File: config.mk
export PLATFORM = sky130hd
export DESIGN_NAME = msw_watchdog
export DESIGN_NICKNAME = d
export VERILOG_FILES = /design/src/design/msw_pkg.sv /design/src/design/msw_watchdog.sv
export SDC_FILE = /design/constraint.sdc
export NUM_CORES = 1
export LEC_CHECK = 0
export BUFFER_PORTS_ARGS = -buffer_cell sky130_fd_sc_hd__buf_2
export CORE_AREA = 4 4 81 83
export CTS_BUF_LIST = sky130_fd_sc_hd__clkbuf_8
export CTS_CLUSTER_DIAMETER = 150
export DETAILED_ROUTE_END_ITERATION = 10
export DIE_AREA = 0 0 85 87
export PLACE_DENSITY = 0.79
export SYNTH_ARGS = -nofsm -noshare
export SYNTH_HDL_FRONTEND = slang
export SYNTH_SLANG_ARGS = --single-unit
export TNS_END_PERCENT = 30
File: constraint.sdc
create_clock -name i_clk -period 2.47 [get_ports i_clk]
set_input_delay 0.494 -clock i_clk [delete_from_list [all_inputs] [get_ports i_clk]]
set_output_delay 0.494 -clock i_clk [all_outputs]
set_load 0.03 [all_outputs]
File: src/design/msw_pkg.sv
// Purpose: Constants for the minute/second watchdog
// Assumes: 250 MHz system clock, 16-bit I/O address space
// Notes:   Register addresses are I/O port addresses
package msw_pkg;
   localparam logic [15:0] ADDR_UNIT_SELECT  = 16'h0665;
   localparam logic [15:0] ADDR_TIMEOUT_VAL  = 16'h0666;
   localparam logic [7:0]  UNIT_SELECT_RST   = 8'h00;
   localparam logic [7:0]  TIMEOUT_VAL_RST   = 8'h00;
   localparam logic [7:0]  TIMEOUT_STOP      = 8'h00;
   localparam int          UNIT_SEC_BIT      = 7;
   localparam int          CLK_HZ            = 250_000_000;
   localparam int          SEC_PER_MIN       = 60;
   localparam int          SEC_CYCLES_DFLT   = CLK_HZ;
   localparam int          CYC_W             = 28;
   localparam int          MIN_W             = 6;
   localparam logic [MIN_W-1:0] MIN_LAST     = 6'(SEC_PER_MIN - 1);
   localparam logic [7:0]  CNT_ONE           = 8'h01;
endpackage

File: src/design/msw_watchdog.sv
// Purpose: Byte-programmable watchdog counting in minutes or seconds
// Assumes: Host I/O strobes are synchronous, one cycle per access
// Notes:   Timeout output is a one-cycle pulse; counter then stops
`timescale 1ns/1ps
`default_nettype none
module msw_watchdog #(
   parameter int SEC_CYCLES = msw_pkg::SEC_CYCLES_DFLT
) (
   input  wire logic        i_clk,
   input  wire logic        i_rstn,
   input  wire logic [15:0] i_io_addr,
   input  wire logic        i_io_wr,
   input  wire logic        i_io_rd,
   input  wire logic [7:0]  i_io_wdata,
   output logic      [7:0]  o_io_rdata,
   output logic             o_io_ack,
   output logic             o_running,
   output logic             o_timeout
);
   import msw_pkg::*;

   logic                rst_s1_r;
   logic                rst_s2_r;
   logic                rstn;
   logic [7:0]          unit_sel_r;
   logic [7:0]          tmo_val_r;
   logic [7:0]          count_r;
   logic                running_r;
   logic [CYC_W-1:0]    cyc_r;
   logic [MIN_W-1:0]    sec_r;
   logic                sec_tick;
   logic                unit_tick;
   logic                wr_unit;
   logic                wr_val;
   logic                load;

   localparam logic [CYC_W-1:0] CYC_LAST = CYC_W'(SEC_CYCLES - 1);

   // Reset release synchroniser
   always_ff @(posedge i_clk or negedge i_rstn) begin
      if (!i_rstn) begin
         rst_s1_r <= 1'b0;
         rst_s2_r <= 1'b0;
      end else begin
         rst_s1_r <= 1'b1;
         rst_s2_r <= rst_s1_r;
      end
   end
   assign rstn = rst_s2_r;

   // Address decode
   assign wr_unit = i_io_wr && (i_io_addr == ADDR_UNIT_SELECT);
   assign wr_val  = i_io_wr && (i_io_addr == ADDR_TIMEOUT_VAL);
   assign load    = wr_val && (i_io_wdata != TIMEOUT_STOP);

   // Unit select register
   always_ff @(posedge i_clk or negedge rstn) begin
      if (!rstn) begin
         unit_sel_r <= UNIT_SELECT_RST;
      end else if (wr_unit) begin
         unit_sel_r <= i_io_wdata;
      end
   end

   // Timeout value register
   always_ff @(posedge i_clk or negedge rstn) begin
      if (!rstn) begin
         tmo_val_r <= TIMEOUT_VAL_RST;
      end else if (wr_val) begin
         tmo_val_r <= i_io_wdata;
      end
   end

   // Read data and acknowledge
   always_ff @(posedge i_clk or negedge rstn) begin
      if (!rstn) begin
         o_io_rdata <= 8'h00;
         o_io_ack   <= 1'b0;
      end else begin
         o_io_ack <= (i_io_rd || i_io_wr) &&
                     ((i_io_addr == ADDR_UNIT_SELECT) ||
                      (i_io_addr == ADDR_TIMEOUT_VAL));
         if (i_io_rd && i_io_addr == ADDR_UNIT_SELECT) begin
            o_io_rdata <= unit_sel_r;
         end else if (i_io_rd && i_io_addr == ADDR_TIMEOUT_VAL) begin
            o_io_rdata <= tmo_val_r;
         end else begin
            o_io_rdata <= 8'h00;
         end
      end
   end

   // Prescaler, restarted on every load so the first unit is whole
   always_ff @(posedge i_clk or negedge rstn) begin
      if (!rstn) begin
         cyc_r <= '0;
         sec_r <= '0;
      end else if (load || !running_r) begin
         cyc_r <= '0;
         sec_r <= '0;
      end else if (sec_tick) begin
         cyc_r <= '0;
         sec_r <= (sec_r == MIN_LAST) ? '0 : sec_r + MIN_W'(1);
      end else begin
         cyc_r <= cyc_r + CYC_W'(1);
      end
   end
   assign sec_tick  = running_r && (cyc_r == CYC_LAST);
   assign unit_tick = sec_tick &&
                      (unit_sel_r[UNIT_SEC_BIT] || sec_r == MIN_LAST);

   // Countdown and timeout action
   always_ff @(posedge i_clk or negedge rstn) begin
      if (!rstn) begin
         count_r   <= 8'h00;
         running_r <= 1'b0;
         o_timeout <= 1'b0;
      end else begin
         o_timeout <= 1'b0;
         if (load) begin
            count_r   <= i_io_wdata;
            running_r <= 1'b1;
         end else if (wr_val) begin
            running_r <= 1'b0;
            count_r   <= TIMEOUT_STOP;
         end else if (unit_tick) begin
            count_r <= count_r - CNT_ONE;
            if (count_r == CNT_ONE) begin
               running_r <= 1'b0;
               o_timeout <= 1'b1;
            end
         end
      end
   end

   // Running flag mirror
   always_ff @(posedge i_clk or negedge rstn) begin
      if (!rstn) begin
         o_running <= 1'b0;
      end else begin
         o_running <= load || (running_r && !wr_val &&
                      !(unit_tick && count_r == CNT_ONE));
      end
   end

   // Stop write blocks any timeout next cycle
   a_stop_quiet: assert property (@(posedge i_clk)
      disable iff (!rstn)
      (wr_val && i_io_wdata == TIMEOUT_STOP) |=> !o_timeout && !running_r)
      else $error("timeout after stop write");
   // Load starts the counter with the written value
   a_load_start: assert property (@(posedge i_clk)
      disable iff (!rstn)
      load |=> running_r && count_r == $past(i_io_wdata))
      else $error("load did not start countdown");
   // Reload restarts the count
   a_reload_restart: assert property (@(posedge i_clk)
      disable iff (!rstn)
      (load && running_r) |=> count_r == $past(i_io_wdata))
      else $error("reload did not restart");
   // Timeout only from last unit
   a_timeout_cause: assert property (@(posedge i_clk)
      disable iff (!rstn)
      o_timeout |-> $past(unit_tick) && $past(count_r) == CNT_ONE)
      else $error("timeout without expiry");
   // Expiry fires timeout
   a_expiry_fires: assert property (@(posedge i_clk)
      disable iff (!rstn)
      (unit_tick && count_r == CNT_ONE && !wr_val) |=> o_timeout)
      else $error("expiry missed");
   // Timeout action is a single-cycle pulse
   a_timeout_pulse: assert property (@(posedge i_clk)
      disable iff (!rstn)
      o_timeout |=> !o_timeout)
      else $error("timeout pulse too long");
   // Seconds mode takes one off the count on every second tick
   a_second_unit: assert property (@(posedge i_clk)
      disable iff (!rstn)
      (sec_tick && unit_sel_r[UNIT_SEC_BIT] && !wr_val) |=>
         count_r == $past(count_r) - CNT_ONE)
      else $error("second unit not stepped");
   // Minutes mode holds the count until the last second of a minute
   a_minute_unit: assert property (@(posedge i_clk)
      disable iff (!rstn)
      (sec_tick && !unit_sel_r[UNIT_SEC_BIT] && sec_r != MIN_LAST &&
       !wr_val) |=> $stable(count_r))
      else $error("minute unit stepped early");
   // Counter moves by one per tick only
   a_count_step: assert property (@(posedge i_clk)
      disable iff (!rstn)
      (running_r && !wr_val && !unit_tick) |=> $stable(count_r))
      else $error("count moved without tick");
   // Unit register write visible on read
   a_unit_write: assert property (@(posedge i_clk)
      disable iff (!rstn)
      wr_unit |=> unit_sel_r == $past(i_io_wdata))
      else $error("unit register not written");
   // Prescaler never passes the last cycle of a second
   a_prescale_bound: assert property (@(posedge i_clk)
      disable iff (!rstn)
      !(cyc_r > CYC_LAST))
      else $error("prescaler overran");
   // A stopped counter holds zero, so nothing can expire
   a_stopped_zero: assert property (@(posedge i_clk)
      disable iff (!rstn)
      !running_r |-> count_r == TIMEOUT_STOP)
      else $error("stopped counter not zero");
   // Running output tracks the internal flag
   a_run_mirror: assert property (@(posedge i_clk)
      disable iff (!rstn)
      o_running == running_r)
      else $error("running output out of step");
   // Mapped access is acknowledged next cycle
   a_ack_mapped: assert property (@(posedge i_clk)
      disable iff (!rstn)
      ((i_io_rd || i_io_wr) && (i_io_addr == ADDR_UNIT_SELECT ||
       i_io_addr == ADDR_TIMEOUT_VAL)) |=> o_io_ack)
      else $error("mapped access not acknowledged");
   // No strobe, no acknowledge
   a_ack_idle: assert property (@(posedge i_clk)
      disable iff (!rstn)
      !(i_io_rd || i_io_wr) |=> !o_io_ack)
      else $error("acknowledge without access");
   // Timeout value register reads back what is stored
   a_read_value: assert property (@(posedge i_clk)
      disable iff (!rstn)
      (i_io_rd && i_io_addr == ADDR_TIMEOUT_VAL) |=>
         o_io_rdata == $past(tmo_val_r))
      else $error("timeout value read wrong");
   // Unit select register reads back what is stored
   a_read_unit: assert property (@(posedge i_clk)
      disable iff (!rstn)
      (i_io_rd && i_io_addr == ADDR_UNIT_SELECT) |=>
         o_io_rdata == $past(unit_sel_r))
      else $error("unit select read wrong");
endmodule
`default_nettype wire

; ---- Word-level counts from Yosys, hierarchy flattened
; Cells that the tools add are included.
[totals]
mem_bits_ro = 0
wordCells = 62
latch_bits = 0
register_bits = 72
ram_bits = 0
mem_count = 0
[op_classes]
shift = 0
n_addsub = 3
eq_ne = 5
bitwise_logic = 0
n_mul = 0
reduce_logical = 24
div = 0
order_cmp = 0
muxes = 18
[ops]
columns = operator, n
row1 = 2-to-1 mux 28 bit, 2
row2 = 2-to-1 mux 8 bit, 5
row3 = equality test 16 x 11 -> 1 bit (second input constant), 2
row4 = adder 28 x 1 -> 28 bit (second input constant), 1
row5 = equality test 28 bit (second input constant), 1
row6 = 2-to-1 mux 6 bit, 3
row7 = logical AND 1 bit, 11
row8 = equality test 8 x 1 -> 1 bit (second input constant), 1
row9 = 2-to-1 mux 1 bit, 8
row10 = nonzero test 8 bit, 1
row11 = subtractor 8 x 1 -> 8 bit (second input constant), 1
row12 = adder 6 x 1 -> 6 bit (second input constant), 1
row13 = equality test 6 bit (second input constant), 1
row14 = nonzero test 3 bit, 2
row15 = logical OR 1 bit, 5
row16 = zero test 1 bit, 3
row17 = AND reduction 2 bit, 1
row18 = nonzero test 2 bit, 1

; ---- Longest topological paths before layout
[logic_depth]
ltp_word = 7
ltp_mapped = 8
mapped_depth_nobuf = 6

; ---- Worst setup path after synthesis
; OpenSTA, ideal clock, no wires.
[synth_timing]
path_kind = register -> register
startpoint = register cyc_r[8]
endpoint = register count_r[2]
t_required_ns = 2.388
path_slack_ns = -0.053
stages_incl_launch_ff = 7
synth_period_minus_slack_ns = 2.523
t_arrival_ns = 2.442
path_buffers = 1
cell_sequence = dfrtp_1 or4b_1 or4_4 or2_1 buf_6 or4_1 a31oi_1
[synth_via]
elab_chain_cells = 4
[synth_rtl]
columns = item, line_no
row1 = "start, declared", msw_watchdog.sv:29  ; logic [CYC_W-1:0] cyc_r;
row2 = "start signal, assigned", msw_watchdog.sv:105  ; cyc_r <= cyc_r + CYC_W'(1);
row3 = equality test 28 bit, msw_watchdog.sv:108  ; assign sec_tick = running_r && (cyc_r == CYC_LAST);
row4 = logical AND 1 bit, msw_watchdog.sv:108
row5 = logical AND 1 bit, msw_watchdog.sv:109  ; assign unit_tick = sec_tick &&
row6 = nonzero test 3 bit (no line), -
row7 = "end signal, assigned", msw_watchdog.sv:121  ; count_r <= i_io_wdata;
row8 = "end signal, assigned", msw_watchdog.sv:127  ; count_r <= count_r - CNT_ONE;
row9 = "end, declared", msw_watchdog.sv:27  ; logic [7:0] count_r;
; Every way passes these cells.
; A chain may end at the register's enable or synchronous reset.

; ---- Worst setup path in the final report
[layout_timing]
startpoint = register cyc_r[10]
endpoint = register count_r[2]
; Same word-level chain as after synthesis.

==> metrics.md <==
| Metric | Value |
|---|---|
| Outcome | `complete, but fails checks` |
| Violated checks | `negative setup slack` |
| Core Area | `0.00585 mm^2` |
| Post-synth design cell area | `0.00338 mm^2` |
| Reg2reg start | `cyc_r[10]` |
| Total die area | `0.00740 mm^2` |
| Critical Path End | `count_r[2]` |
| Largest net degree at the start of global routing | `71` |
| # setup viols final | `2` |
| Drt first-iter violations | `199` |
| Clk sinks | `72` |
| First-pass GRT wire length | `12500 um` |
| Fillers | `432` |
| Max_slew headroom | `0.407` |
| Die height | `87 um` |
| CTS root buf | `clkbuf_8` |
| Initial antenna violation count | `0` |
| Crit Path Max Fanout | `7` |
| DR vias | `2735` |
| Worst hold start | `rst_s1_r` |
| Fin. max-slew vios | `0` |
| Crit path capture type | `flip-flop` |
| Starting density of the core | `0.578` |
| Die X | `85 um` |
| GRT overflow | `0` |
| Ys async rst share | `1.00` |
| Max Clock Skew | `0.00727 ns` |
| Worst setup margin | `-0.0169 ns` |
| Synth Warn # | `0` |
| Vias in the first global route | `2691` |
| First-pass iteration count of the detailed router | `4` |
| R2r setup slk | `-0.02 ns` |
| Mapped Nets | `366` |
| CTS tree | `built` |
| Yosys cell types | `43` |
| Ranking of synthesized cells by area | `dfrtp_1 53%, xor2_1 5.4%, nand2_1 4.7%` |
| Routability cong. | `0.794` |
| Ys flop type | `dfrtp_1` |
| Clock latency on the worst-skew pair | `0.34 ns` |
| TritonCTS Buffers | `9` |
| Post-synth EDFFs | `0` |
| Post-synthesis sequential element count | `72` |
| Reg2reg end | `count_r[2]` |
| Pwr Density | `603 mW/mm^2` |
| Final TNS setup | `-0.0201 ns` |
| Reg clk slew, reported paths | `0.08 ns` |
| Area leader, netlist | `dfrtp_1` |
| Layout cells sized above 1 | `0.252` |
| Port-buffer cells | `38` |
| F_max | `402 MHz` |
| Period utilisation layout | `1.01` |
| Wirelength per Cell | `15.8 um` |
| Hpwl dp | `5150 um` |
| Peak VDD IR | `0.690 mV` |
| Critical Path RT | `2.74 ns` |
| Worst R2R Path Depth | `5` |
| CP Launch Point | `cyc_r[10]` |
| Syn_area_per_cell | `10.1 um^2` |
| WS Path Type | `reg -> reg` |
| Total Wirelength | `7510 um` |
| Hold slack | `0.367 ns` |
| Vias per cell | `5.75` |
| Ant diodes | `0` |
| # Max-Cap Violations | `0` |
| Pleak | `0.00194 uW` |
| Nets | `428` |
| # DRC | `0` |
| Fin crit period | `2.49 ns` |
| DP Cell Count | `456` |
| Top Ports | `39` |
| Post-synthesis sequential area ratio | `0.533` |
| Unrepaired setup endpoints after global routing | `yes` |
| Hold Crit Class | `reg -> reg` |
| Startpoint types | `flip-flop` |
| Final hold violation count | `0` |
| DRT antenna net count | `0` |
| Cells after Synth | `334` |
| Final Total Pwr | `2460 uW` |
| Tightest Pin Transition | `0.890 ns` |
| Area grow syn2layout | `20.6%` |
| CTS HTree Levels | `3` |
| Crit path DAT | `2.75 ns` |
| Final non-filler cell total | `476` |
| Clock Tree Buf Depth | `2` |
| Synth top area share | `0.533` |
| Row count | `28` |
| Total GRT Usage | `0.216` |
-- flip-flops by register name, summed over array words and instances (netlist names), 6 cells and up --
name	count
cyc_r	28
sec_r	6
tmo_val_r	8
count_r	8
unit_sel_r	8
o_io_rdata	8
-- worst min-delay path by stage --
stage / to / cells past startpoint
3_5_place_dp: rst_s1_r / 1
6_report: rst_s2_r / 0
3_3_place_gp: rst_s1_r / 1
2_1_floorplan: rst_s1_r / 0
4_1_cts: rst_s2_r / 0
5_1_grt: rst_s2_r / 0
-- per-stage QoR --
step	setup WS, ns	utilization	instance area [um^2]
after floorplan	-0.0354	-	3380
after global placement	-0.0668	0.646	3780
after detailed placement	-0.135	0.646	3780
after CTS	-0.00382	0.687	4020
after global routing	-0.0665	0.697	4080
final	-0.0169	0.697	4080
-- critical path, cell delays in order (launching register included) --
cell and delay (ns):
dfrtp_1 0.39, or4_4 0.54, or4_4 0.56, or2_4 0.29
or4_1 0.48, a31oi_1 0.15
-- area by class of cell --
class                   count  area, um^2  share of cell area
clock buffers               9         124              0.0304
multi-input cells         243        1540               0.377
inverters                   7        26.3             0.00645
flip-flops and latches     72        1800               0.442
clock inverters             7        96.3              0.0236
repair buffers             63         397              0.0973
well taps                  75        93.8              0.0230
-- power by group --
part	internal [uW]	total (uW)	switching (uW)
logic	71.8	159	86.9
clock network	568	1020	452
registers	1230	1280	53.1
total	1860	2460	592
-- logic make-up (layout without fill, tap and decap cells) --
family	after synthesis	after routing	share of synthesized area
XOR/XNOR	29	29	0.0752
multiplexers	9	9	0.0296
other	1	1	0.00111
adder cells (fa/ha/maj)	4	4	0.0148
buffers and inverters	20	86	0.0255
flip-flops	72	72	0.533
AND/OR/NAND/NOR	164	165	0.248
AO/OA/AOI/OAI	35	35	0.0722
-- layer usage --
| layer | global-route usage | wire length, um |
|---|---|---|
| met1 | 0.299 | 3320 |
| met2 | 0.342 | 3710 |
| met3 | 0.0369 | 389 |
| met4 | 0.0820 | 91 |
| met5 | 0 | 0 |
-- placed cells by master, fill, tap and decap left out, drive strengths merged, types with 8 or more instances in the layout --
cell / instances
nand4: 13
nor2: 41
nand3: 16
xnor2: 8
dfrtp: 72
nand2: 42
o21ai: 8
buf: 62
clkbuf: 9
mux2: 8
xor2: 21
a22o: 9
or4: 10
-- cell usage after synthesis (4+ instances only) --
| master | number |
|---|---|
| a21oi_1 | 6 |
| a22o_1 | 9 |
| and3_1 | 7 |
| clkbuf_1 | 8 |
| dfrtp_1 | 72 |
| ha_1 | 4 |
| inv_1 | 7 |
| mux2_2 | 8 |
| nand2_1 | 42 |
| nand3_1 | 16 |
| nand4_1 | 13 |
| nor2_1 | 41 |
| nor3_1 | 6 |
| nor4_1 | 7 |
| o21ai_0 | 8 |
| or4_1 | 9 |
| xnor2_1 | 8 |
| xor2_1 | 21 |
-- repair_timing --
action / 4_1_cts / 5_1_grt
pin swaps: 5 / 6
cloned: 1 / 0
resized for setup: 1 / 10
buffers inserted: 0 / 2
endpoints found under the hold margin: 2 / 0
endpoints found under the setup margin: 10 / 36
hold buffers: 1 / 0
No activity file was read; power rests on OpenSTA's default activity.
